**config.mk**
```make
export PLATFORM = sky130hd
export DESIGN_NAME = lsg_timing
export DESIGN_NICKNAME = d
export VERILOG_FILES = /design/src/design/lsg_pkg.sv /design/src/design/lsg_timing.sv
export VERILOG_INCLUDE_DIRS = /design/src /design/src/design
export SDC_FILE = /design/constraint.sdc
export NUM_CORES = 1
export LEC_CHECK = 0
export BUFFER_PORTS_ARGS = -buffer_cell sky130_fd_sc_hd__buf_2
export CAP_MARGIN = 20
export CORE_MARGIN = 2
export CORE_UTILIZATION = 23
export DETAILED_ROUTE_END_ITERATION = 6
export GPL_TIMING_DRIVEN = 0
export PLACE_DENSITY_LB_ADDON = 0.25
export REMOVE_ABC_BUFFERS = 1
export SLEW_MARGIN = 15
export SYNTH_ARGS = -nofsm -noshare
export SYNTH_HDL_FRONTEND = slang
export SYNTH_SLANG_ARGS = --single-unit
```
**constraint.sdc**
```tcl
create_clock -name pclk -period 4.8 [get_ports pclk]
set_input_delay 0.72 -clock pclk [delete_from_list [all_inputs] [get_ports pclk]]
set_output_delay 0.72 -clock pclk [all_outputs]
set_load 0.01 [all_outputs]
```
**src/design/lsg_regs.svh**
```systemverilog
`ifndef LSG_REGS_SVH
`define LSG_REGS_SVH

// ----------------------------------------------------------------
// Register indices; the byte address is four times the index
// ----------------------------------------------------------------
`define LSG_IDX_LINE_TOTAL 12'h802
`define LSG_IDX_LINE_VISIBLE 12'h804
`define LSG_IDX_HDS 12'h806
`define LSG_IDX_HSW 12'h808
`define LSG_IDX_HPS 12'h80A
`define LSG_IDX_VT 12'h80C
`define LSG_IDX_VDL 12'h80E
`define LSG_IDX_VDS 12'h810
`define LSG_IDX_VSW 12'h812
`define LSG_IDX_VPS 12'h814
`define LSG_IDX_STATUS 12'h81E

// ----------------------------------------------------------------
// Writable bit masks and reset value
// ----------------------------------------------------------------
`define LSG_MASK_12 16'h0FFF
`define LSG_MASK_VISIBLE 16'h07FF
`define LSG_MASK_HSW 16'h81FF
`define LSG_MASK_VSW 16'h801F
`define LSG_RESET_VAL 16'h0000

// ----------------------------------------------------------------
// Field positions and register count
// ----------------------------------------------------------------
`define LSG_POL_BIT 15
`define LSG_HPW_MSB 8
`define LSG_VPW_MSB 4
`define LSG_ST_VALID_BIT 15
`define LSG_ST_VBLANK_BIT 14
`define LSG_NUM_REGS 10

`endif

```
**src/design/lsg_pkg.sv**
```systemverilog
package lsg_pkg;
	typedef logic [11:0] lsg_count_t;
	typedef logic [13:0] lsg_wide_t;
	typedef logic [15:0] lsg_word_t;
	typedef logic [3:0] lsg_sel_t;
endpackage

```
**src/design/lsg_timing.sv**
```systemverilog
`timescale 1ns/1ps
`default_nettype none
`include "lsg_regs.svh"

module lsg_timing
	import lsg_pkg::*;
(
	// APB clock and reset
	input wire logic pclk,
	input wire logic presetn,
	// APB slave
	input wire logic psel,
	input wire logic penable,
	input wire logic pwrite,
	input wire logic [15:0] paddr,
	input wire logic [31:0] pwdata,
	input wire logic [3:0] pstrb,
	output logic [31:0] prdata,
	output logic pready,
	output logic pslverr,
	// Panel timing
	output logic line_sync_out,
	output logic frame_sync_out,
	output logic pixel_valid
);

	// ----------------------------------------------------------------
	// Address decode
	// ----------------------------------------------------------------
	// Returns the storage slot, 10 for the status word, 15 when unmapped.
	function automatic lsg_sel_t reg_slot(input logic [15:0] a);
		lsg_sel_t s;
		s = 4'hF;
		if (a[1:0] == 2'h0) begin
			case (a[13:2])
				`LSG_IDX_LINE_TOTAL: s = 4'h0;
				`LSG_IDX_LINE_VISIBLE: s = 4'h1;
				`LSG_IDX_HDS: s = 4'h2;
				`LSG_IDX_HSW: s = 4'h3;
				`LSG_IDX_HPS: s = 4'h4;
				`LSG_IDX_VT: s = 4'h5;
				`LSG_IDX_VDL: s = 4'h6;
				`LSG_IDX_VDS: s = 4'h7;
				`LSG_IDX_VSW: s = 4'h8;
				`LSG_IDX_VPS: s = 4'h9;
				`LSG_IDX_STATUS: s = 4'hA;
				default: s = 4'hF;
			endcase
		end
		if (a[15:14] != 2'h0) begin
			s = 4'hF;
		end
		return s;
	endfunction

	function automatic lsg_word_t slot_mask(input int i);
		lsg_word_t m;
		case (i)
			1: m = `LSG_MASK_VISIBLE;
			3: m = `LSG_MASK_HSW;
			8: m = `LSG_MASK_VSW;
			default: m = `LSG_MASK_12;
		endcase
		return m;
	endfunction

	lsg_word_t cfg [0:`LSG_NUM_REGS-1];
	lsg_sel_t slot;
	logic wr_en;
	lsg_word_t status_word;
	lsg_count_t h_cnt;
	lsg_count_t v_cnt;

	assign slot = reg_slot(paddr);
	assign wr_en = psel && penable && pwrite && (slot < 4'hA);
	assign pready = 1'b1;
	assign pslverr = psel && penable && (slot == 4'hF);

	// ----------------------------------------------------------------
	// Register storage
	// ----------------------------------------------------------------
	// Byte lanes 0 and 1 carry the 16-bit registers; lanes 2 and 3 are ignored.
	genvar gi;
	generate
		for (gi = 0; gi < `LSG_NUM_REGS; gi++) begin : g_reg
			localparam lsg_word_t wr_mask = slot_mask(gi);
			always_ff @(posedge pclk or negedge presetn) begin
				if (!presetn) begin
					cfg[gi] <= `LSG_RESET_VAL;
				end else if (wr_en && (slot == lsg_sel_t'(gi))) begin
					if (pstrb[0]) begin
						cfg[gi][7:0] <= pwdata[7:0] & wr_mask[7:0];
					end
					if (pstrb[1]) begin
						cfg[gi][15:8] <= pwdata[15:8] & wr_mask[15:8];
					end
				end
			end
		end
	endgenerate

	// Read data is captured in the setup cycle so the access phase needs no wait.
	always_ff @(posedge pclk or negedge presetn) begin
		if (!presetn) begin
			prdata <= 32'h0000_0000;
		end else if (psel && !penable) begin
			if (slot < 4'hA) begin
				prdata <= {16'h0000, cfg[slot]};
			end else if (slot == 4'hA) begin
				prdata <= {16'h0000, status_word};
			end else begin
				prdata <= 32'h0000_0000;
			end
		end
	end

	// ----------------------------------------------------------------
	// Field views
	// ----------------------------------------------------------------
	lsg_count_t line_total_count;
	lsg_count_t vt;
	lsg_wide_t hde_start;
	lsg_wide_t hde_end;
	lsg_wide_t hs_start;
	lsg_wide_t hs_end;
	lsg_wide_t vde_start;
	lsg_wide_t vde_end;
	lsg_wide_t vs_start;
	lsg_wide_t vs_end;
	logic h_pol;
	logic v_pol;
	logic h_act;
	logic v_act;
	logic hs_act;
	logic vs_act;
	logic line_end;

	assign line_total_count = cfg[0][11:0];
	assign vt = cfg[5][11:0];
	assign hde_start = {2'h0, cfg[2][11:0]} + 14'h0001;
	assign hde_end = hde_start + {2'h0, cfg[1][10:0], 1'b0} + 14'h0002;
	assign hs_start = {2'h0, cfg[4][11:0]};
	assign hs_end = hs_start + {5'h00, cfg[3][`LSG_HPW_MSB:0]} + 14'h0001;
	assign vde_start = {2'h0, cfg[7][11:0]};
	assign vde_end = vde_start + {2'h0, cfg[6][11:0]} + 14'h0001;
	assign vs_start = {2'h0, cfg[9][11:0]};
	assign vs_end = vs_start + {9'h000, cfg[8][`LSG_VPW_MSB:0]} + 14'h0001;
	assign h_pol = cfg[3][`LSG_POL_BIT];
	assign v_pol = cfg[8][`LSG_POL_BIT];

	assign h_act = ({2'h0, h_cnt} >= hde_start) && ({2'h0, h_cnt} < hde_end);
	assign v_act = ({2'h0, v_cnt} >= vde_start) && ({2'h0, v_cnt} < vde_end);
	assign hs_act = ({2'h0, h_cnt} >= hs_start) && ({2'h0, h_cnt} < hs_end);
	assign vs_act = ({2'h0, v_cnt} >= vs_start) && ({2'h0, v_cnt} < vs_end);
	assign line_end = (h_cnt >= line_total_count);

	// ----------------------------------------------------------------
	// Pixel and line counters
	// ----------------------------------------------------------------
	// Compare with >= so that lowering a total mid-line cannot strand a counter.
	always_ff @(posedge pclk or negedge presetn) begin
		if (!presetn) begin
			h_cnt <= 12'h000;
		end else if (line_end) begin
			h_cnt <= 12'h000;
		end else begin
			h_cnt <= h_cnt + 12'h001;
		end
	end

	// A zero vertical total gives a one-line frame; software avoids it.
	always_ff @(posedge pclk or negedge presetn) begin
		if (!presetn) begin
			v_cnt <= 12'h000;
		end else if (line_end) begin
			if (v_cnt >= vt) begin
				v_cnt <= 12'h000;
			end else begin
				v_cnt <= v_cnt + 12'h001;
			end
		end
	end

	// ----------------------------------------------------------------
	// Sync and valid outputs
	// ----------------------------------------------------------------
	// Reset levels are the idle levels of the default active-low polarity.
	always_ff @(posedge pclk or negedge presetn) begin
		if (!presetn) begin
			line_sync_out <= 1'b1;
		end else begin
			line_sync_out <= hs_act ? h_pol : ~h_pol;
		end
	end

	always_ff @(posedge pclk or negedge presetn) begin
		if (!presetn) begin
			frame_sync_out <= 1'b1;
		end else begin
			frame_sync_out <= vs_act ? v_pol : ~v_pol;
		end
	end

	always_ff @(posedge pclk or negedge presetn) begin
		if (!presetn) begin
			pixel_valid <= 1'b0;
		end else begin
			pixel_valid <= h_act && v_act;
		end
	end

	assign status_word = {pixel_valid, ~v_act, 2'h0, v_cnt};

	// ----------------------------------------------------------------
	// Checks
	// ----------------------------------------------------------------
	logic cfg_quiet;
	assign cfg_quiet = !wr_en;

	a_line_wrap: assert property (@(posedge pclk) disable iff (!presetn)
		(h_cnt == line_total_count) |=> (h_cnt == 12'h000))
		else $error("pixel counter did not wrap at total");

	a_pixel_step: assert property (@(posedge pclk) disable iff (!presetn)
		(h_cnt < line_total_count) && cfg_quiet |=> (h_cnt == $past(h_cnt) + 12'h001))
		else $error("pixel counter did not advance by one");

	a_frame_wrap: assert property (@(posedge pclk) disable iff (!presetn)
		(h_cnt == line_total_count) && (v_cnt == vt) |=> (v_cnt == 12'h000))
		else $error("line counter did not wrap at vertical total");

	a_line_hold: assert property (@(posedge pclk) disable iff (!presetn)
		(h_cnt < line_total_count) |=> $stable(v_cnt))
		else $error("line counter moved inside a line");

	a_hsync_start: assert property (@(posedge pclk) disable iff (!presetn)
		({2'h0, h_cnt} == hs_start) && cfg_quiet |=> (line_sync_out == $past(h_pol)))
		else $error("line sync not active at its start position");

	a_hsync_end: assert property (@(posedge pclk) disable iff (!presetn)
		({2'h0, h_cnt} == hs_end) && cfg_quiet |=> (line_sync_out == !$past(h_pol)))
		else $error("line sync still active past its width");

	a_vsync_start: assert property (@(posedge pclk) disable iff (!presetn)
		({2'h0, v_cnt} == vs_start) && cfg_quiet |=> (frame_sync_out == $past(v_pol)))
		else $error("frame sync not active on its start line");

	a_valid_first: assert property (@(posedge pclk) disable iff (!presetn)
		pixel_valid |-> ({2'h0, $past(h_cnt)} >= $past(hde_start)) && $past(v_act))
		else $error("pixel valid outside display window");

	a_valid_vert: assert property (@(posedge pclk) disable iff (!presetn)
		({2'h0, v_cnt} == vde_end) && cfg_quiet |=> !pixel_valid)
		else $error("pixel valid after the last display line");

	a_bus_error: assert property (@(posedge pclk) disable iff (!presetn)
		psel && penable && (slot == 4'hF) |-> pslverr && pready)
		else $error("unmapped access not flagged");

	a_hsync_idle: assert property (@(posedge pclk) disable iff (!presetn)
		!hs_act |=> (line_sync_out == !$past(h_pol)))
		else $error("line sync not at its idle level");

	a_fsync_idle: assert property (@(posedge pclk) disable iff (!presetn)
		!vs_act |=> (frame_sync_out == !$past(v_pol)))
		else $error("frame sync not at its idle level");

	a_vsync_end: assert property (@(posedge pclk) disable iff (!presetn)
		({2'h0, v_cnt} == vs_end) |=> (frame_sync_out == !$past(v_pol)))
		else $error("frame sync still active past its width");

	a_valid_start: assert property (@(posedge pclk) disable iff (!presetn)
		({2'h0, h_cnt} == hde_start) && v_act |=> pixel_valid)
		else $error("pixel valid missing at first display pixel");

	a_valid_end: assert property (@(posedge pclk) disable iff (!presetn)
		({2'h0, h_cnt} == hde_end) |=> !pixel_valid)
		else $error("pixel valid past the display width");

	a_vdisp_start: assert property (@(posedge pclk) disable iff (!presetn)
		({2'h0, v_cnt} == vde_start) && h_act |=> pixel_valid)
		else $error("pixel valid missing on first display line");

endmodule // lsg_timing

`default_nettype wire

```
==> metrics.cfg, run 1 <==
[global_route]
grtUsageTotal_pct=14.2
grt_pass1_vias=9661
antenna_found_initial=3
grt_overflow=0
grt_pass1_wl_um=59000
grt_max_degree=85

[worst_setup_path]
crit_path_top_delay_cell=dfrtp_1
rr_worst_depth=16
cp-end-kind=register
crit_path_max_fanout=5
rr_startpoint=cfg[113]
slowest_delay_ns=0.43
cp.required_ns=5.12
path_cells=ha_1 > nand3_1 > xnor2_1 > ha_1 > ha_1 > a21oi_1 > o211ai_1 > o41ai_2 > xor2_1 > ha_1 > and4_1 > o21ai_0 > a21oi_1 > o221ai_1 > a21oi_1 > nor4_1
r2r_slack_ns=0.58
crit_top_cell=ha_1
rr_endpoint=pixel_valid
critPathLaunchType=register
critPathKind=reg2reg
cp.arrival_ns=4.53

[timing]
rsz0062_at_grt=false
fin_crit_ns=4.22
finalSetupTns_ns=0
worst_slew_pin_slew_ns=1.15
slew_headroom_pct=23.1
hold_viol=0
layout_setup_ws_ns=0.580
skew_ns=0.0101
fmax_ghz=0.237
drv_slew=0
setup_viol=0
layout_worst_path_cycle_share_pct=87.9

[placed_design]
post-place-ws_ns=0.407
dp_hpwl_um=29500
globalplace.congestion=0.795
port_buffers=53
place_inst=2000

[pwr]
ir_worst_vdd_mv=0.233
powerDensity_mw_per_mm2=197
finalPower_uw=2710
power.leakage_uw=0.00641

[cts]
htree_num_levels=4
cts_made_buffers=17
clk_pin_slew_ns=0.07
cts_sinks=152
cts-root-buf=clkbuf_16
post_cts_buffers=0
cts_tree=done
worst_skew_pair.late_latency_ns=0.43
cts_buffer_depth=2

[synth]
synthCells=1287
ys_seq_elements=152
yosysSeqAreaShare_pct=31.4
synth.area.top_cells=dfrtp_1 (31%), ha_1 (17%), mux2_2 (8.7%), a21oi_1 (3.5%), nand2_1 (3.3%)
synthArstFlopShare_pct=100
synth_warnings=0
syn_area_per_cell_um2=9.41
synth_cell_types=78
synth-edff-count=0
synth_area_mm2=0.0121
synth_top_area_share_pct=31.0
ys.flop_type=dfrtp_1
synth_area_leader_cell=dfrtp_1

[routing]
dr.pass1.iters=6
vias=9760
viasPerCell=4.80
routedWlPerCell_um=18.5
first_iter_violations=620
routed_wl_um=37700
ant_nets=0
detail_route.drc_violations=0

[cells_and_area]
fin_util_pct=26.3
finalNetCount=1562
drive_gt1_share_pct=17.0
syn2layout_area_growth_pct=13.6
antenna_cells=0
instances_no_fill=2035

[floorplanning]
die_width_um=234
start_util_pct=23.1
dieArea_mm2=0.0545
coreArea_mm2=0.0523
die_h_um=234
rows=84
num_io_pins=94

[status]
outcome=finished clean

[run]
drv_cap=0

[worst_hold_path]
hold_class=in2async

## metal layers
metal | wire (µm) | global-route usage [%]
met1 | 18500 | 20.1
met2 | 16500 | 22.0
met3 | 2070 | 2.62
met4 | 642 | 4.07
met5 | 23 | 0
## where the power goes
group	total, µW	leakage, µW	switching (µW)	internal (µW)
clock	1320	0.000256	600	719
sequential	1280	0.00203	0.0769	1280
combinational	109	0.00412	83.0	25.6
total	2710	0.00641	684	2020
## cells in the final DEF (no fill, tap or decap), types with 13 or more instances in the layout
master     count
conb_1        19
o21a_1        17
a22oi_1       17
nand2b_1      21
xnor2_1       28
nor3_1        18
xor2_1        27
nand2_1      105
clkbuf_16     17
inv_1         99
a22o_1        13
ha_1         167
a21o_1        20
o21ai_0       59
dfrtp_1      150
o211ai_1      18
buf_2         53
mux2_2        94
a21oi_1       83
nor2_1        55
nand3_1       39
## registers in the layout, indices dropped and copies added (netlist names)
name            cells
h_cnt              12
pixel_valid         1
v_cnt              12
cfg               111
frame_sync_out      1
prdata             14
line_sync_out       1
## cells in the mapped netlist, types with 4 or more instances
cell	count
ha_1	167
dfrtp_1	150
nand2_1	105
inv_1	99
mux2_2	94
a21oi_1	84
o21ai_0	59
nor2_1	55
nand3_1	39
xnor2_1	28
xor2_1	27
buf_4	22
clkbuf_1	21
nand2b_1	21
nor3_1	21
a21o_1	20
o211ai_1	18
a22oi_1	17
o21a_1	17
a22o_1	13
a211oi_1	11
nor2b_1	11
or2_2	11
and3_1	10
buf_2	10
nand4_1	10
a31oi_1	8
and2_1	8
or3_1	8
a221o_1	7
nor4_1	7
o21ai_1	7
a2111oi_0	6
a211o_1	6
a221oi_1	6
o2111ai_1	6
o22ai_1	6
o221ai_1	5
a222oi_1	4
fa_1	4
o31ai_1	4
## area by class of cell
| type | instances | area [µm²] |
|---|---|---|
| clock buffers | 19 | 433 |
| clock inverters | 13 | 125 |
| fillers | 5648 | 38600 |
| inverters | 101 | 379 |
| multi-input cells | 997 | 7760 |
| flip-flops and latches | 152 | 3810 |
| well taps | 688 | 861 |
| repair buffers | 65 | 407 |
## repair_timing
| item | CTS | global route |
|---|---|---|
| resized for setup | 0 | 1 |
| hold buffers | 0 | 0 |
| setup endpoints to repair | 0 | 1 |
## cell families (layout without fill, tap and decap cells)
| kind of cell | count (synthesis) | after routing | share of synthesized area (%) |
|---|---|---|---|
| AOI/OAI and AO/OA | 325 | 325 | 17.9 |
| xor gates and xnor gates | 55 | 55 | 3.98 |
| adders and majority gates | 171 | 171 | 17.9 |
| buffers and inverters | 155 | 198 | 5.65 |
| DFF | 152 | 152 | 31.4 |
| muxes | 94 | 94 | 8.74 |
| other | 2 | 19 | 0.0620 |
| and+or+nand+nor | 333 | 333 | 14.3 |
## critical path, delay by kind of cell (launching register included)
family | cells | cell delay, ns
flops | 1 | 0.43
xor+xnor | 2 | 0.49
simple gates | 3 | 0.76
fa+ha+maj | 4 | 1.11
compound gates | 7 | 1.32
## how the worst max path moves through the flow
stage	start	to	slack (ns)
global route	cfg[113]	pixel_valid	0.24
CTS	cfg[113]	pixel_valid	0.36
global placement	paddr[11]	cfg[149]	-0.07
finish	cfg[113]	pixel_valid	0.58
floorplan	cfg[112]	pixel_valid	1.24
detailed placement	cfg[113]	pixel_valid	0.41
## through the flow
stage	cell area (µm²)	hold slack [ns]
after floorplan	11900	0.423
after global placement	13000	0.464
after detailed placement	13200	0.467
after CTS	13700	0.296
after global routing	13800	0.297
final	13800	0.254
(Power assumes the default switching activity.)
==> run 2, diff against run 1 <==
--- a/config.mk
+++ b/config.mk
@@ -12,7 +12,7 @@
 export CORE_UTILIZATION = 23
 export DETAILED_ROUTE_END_ITERATION = 6
 export GPL_TIMING_DRIVEN = 0
-export PLACE_DENSITY_LB_ADDON = 0.25
+export PLACE_DENSITY = 0.41
 export REMOVE_ABC_BUFFERS = 1
 export SLEW_MARGIN = 15
 export SYNTH_ARGS = -nofsm -noshare
==> constraint.sdc (replaced) <==
create_clock -name pclk -period 4.8 [get_ports pclk]
set_input_delay 0.24 -clock pclk [delete_from_list [all_inputs] [get_ports pclk]]
set_output_delay 0.24 -clock pclk [all_outputs]
set_load 0.01 [all_outputs]
==> run 2 against run 1 <==
- maximum frequency fell by 1.7%
- clock skew rose by 0.0021 ns
- register-to-register slack lost 0.07 ns
- routed wire length rose by 4.5%
- die area did not move
- via count about the same
- global-route usage up 0.60 points
- cell area rose by 0.56%
- power up 8.9%
- critical endpoint unchanged
- largest cell class unchanged
- largest power group unchanged
==> metrics.cfg, run 2 (synthesis results as in run 1) <==
[pwr]
powerDensity_mw_per_mm2=213  ; +8.3%
power.leakage_uw=0.00646  ; +0.73%
ir_worst_vdd_mv=0.234  ; +0.16%

[cts]
cts_buffer_depth=2  ; unchanged
worst_skew_pair.late_latency_ns=0.43  ; about the same
htree_num_levels=4  ; unchanged
cts_made_buffers=17  ; unchanged
clk_pin_slew_ns=0.07  ; about the same
cts_tree=done
cts_sinks=152  ; unchanged
cts-root-buf=clkbuf_16

[placed_design]
dp_hpwl_um=30200  ; +2.4%
port_buffers=53  ; unchanged
globalplace.congestion=0.774  ; -2.6%
dpl-instance-area_mm2=0.0132  ; about the same
place_inst=2000  ; unchanged

[cells_and_area]
instances_no_fill=2034  ; -0.049%
reg_top3=cfg x111, prdata x14
layout_commonest_cell=ha_1
drive_gt1_share_pct=16.9  ; -0.14 points
largest_register=cfg
finalNetCount=1561  ; -0.064%
layout_common_cells=ha_1 (167), dfrtp_1 (150), nand2_1 (105), inv_1 (99), mux2_2 (94)
final_area_mm2=0.0138  ; +0.56%
syn2layout_area_growth_pct=14.3
antenna_cells=0  ; unchanged
largest_reg_flops=111  ; unchanged

[timing]
layout_worst_path_cycle_share_pct=89.4  ; +1.5 points
fin_crit_ns=4.29  ; +0.0709 ns
slew_headroom_pct=20.0  ; -3.1 points
rsz0062_at_grt=false
worst_slew_pin_slew_ns=1.19  ; +0.0405 ns
fmax_ghz=0.233  ; -1.7%
holdWs_ns=0.0840  ; -0.170 ns
hold_viol=0  ; unchanged
setup_viol=0  ; unchanged
finalSetupTns_ns=0  ; unchanged
drv_slew=0  ; unchanged
skew_ns=0.0122  ; +0.00208 ns

[worst_setup_path]
critPathTopFamily=compound AO/OA/AOI/OAI gates
slowest_delay_ns=0.45  ; +0.02 ns
cp-end-kind=register
crit_top_cell=ha_1
crit_path_max_fanout=5  ; unchanged
cp.arrival_ns=4.59  ; +0.06 ns
cp.required_ns=5.10  ; -0.02 ns
crit_path_top_delay_cell=dfrtp_1
critPathLaunchType=register
path_cells=ha_1 > nand3_1 > xnor2_1 > ha_1 > ha_1 > a21oi_1 > o211ai_1 > o41ai_2 > xor2_1 > ha_1 > and4_1 > o21ai_0 > a21oi_1 > o221ai_1 > a21oi_1 > nor4_1
critPathKind=reg2reg
cp.buffers_inverters=0  ; unchanged

[run]
drv_cap=0  ; unchanged

[global_route]
grt_pass1_vias=9742  ; +0.84%
grt_max_degree=84  ; -1.2%
grtUsageTotal_pct=14.8  ; +0.60 points
grt_pass1_wl_um=61100  ; +3.7%
grt_overflow=0  ; unchanged
antenna_found_initial=4  ; +1

[status]
outcome=finished clean

[worst_hold_path]
hold_class=in2reg

[routing]
dr.pass1.iters=5  ; -1
ant_nets=0  ; unchanged
vias=9767  ; +0.072%
routed_wl_um=39400  ; +4.5%
viasPerCell=4.80  ; +0.12%
first_iter_violations=624  ; +0.65%
detail_route.drc_violations=0  ; unchanged
routedWlPerCell_um=19.4  ; +4.5%

[floorplanning]
rows=84  ; unchanged
coreArea_mm2=0.0523  ; unchanged
dieArea_mm2=0.0545  ; unchanged
num_io_pins=94  ; unchanged
die_width_um=234  ; unchanged
start_util_pct=23.1  ; unchanged
die_h_um=234  ; unchanged

[run 2: where the power goes]
part | internal, µW | switching (µW) | total (µW) | leakage (µW)
registers | 1280 | 0.0788 | 1280 | 0.00203
logic | 26.1 | 85.4 | 111 | 0.00412
clock network | 943 | 615 | 1560 | 0.000312
[run 2: path summary, 6_finish.rpt]
check                      startpoint              to  slack [ns]  depth (start not counted)
hold reg to reg            prdata[15]      prdata[15]        0.48                          2
setup reg to reg             cfg[113]     pixel_valid        0.51                         16
hold / removal             pwdata[15]        cfg[111]        0.08                          2
min in group asynchronous     presetn        cfg[129]        0.37                          2
setup / recovery             cfg[113]     pixel_valid        0.51                         16
max in group asynchronous     presetn  frame_sync_out        3.56                          3
[run 2: cell type report]
type | count | area (µm²)
fill | 5632 | 38500
sequential | 152 | 3810
tap | 688 | 861
multi-input combinational | 997 | 7760
clock inverter | 11 | 198
inverter | 101 | 379
clock buffer | 21 | 450
timing repair buffer | 64 | 387
[run 2: through the flow]
step / power [µW] / util, % / setup WS, ns
2_1_floorplan: 1340 / - / 1.24
3_3_place_gp: 1410 / 24.8 / 0.363
3_5_place_dp: 1420 / 25.2 / 0.303
4_1_cts: 3000 / 26.4 / 0.247
5_1_grt: 3060 / 26.5 / 0.129
6_report: 2950 / 26.5 / 0.509
[run 2: what timing repair did]
action | CTS | global route
hold endpoints to repair | 81 | 0
setup buffers | 0 | 0
gates resized for setup | 0 | 1
hold buffers | 1 | 0
endpoints found under the setup margin | 0 | 1
[run 2: layer usage]
layer | wire length (µm) | GRT usage, % | vias to the layer above
met5 | 56 | 0 | -
met4 | 833 | 4.35 | 8
met3 | 1780 | 2.31 | 44
met2 | 16700 | 22.3 | 227
met1 | 20000 | 21.6 | 4723
li1 | - | - | 4765
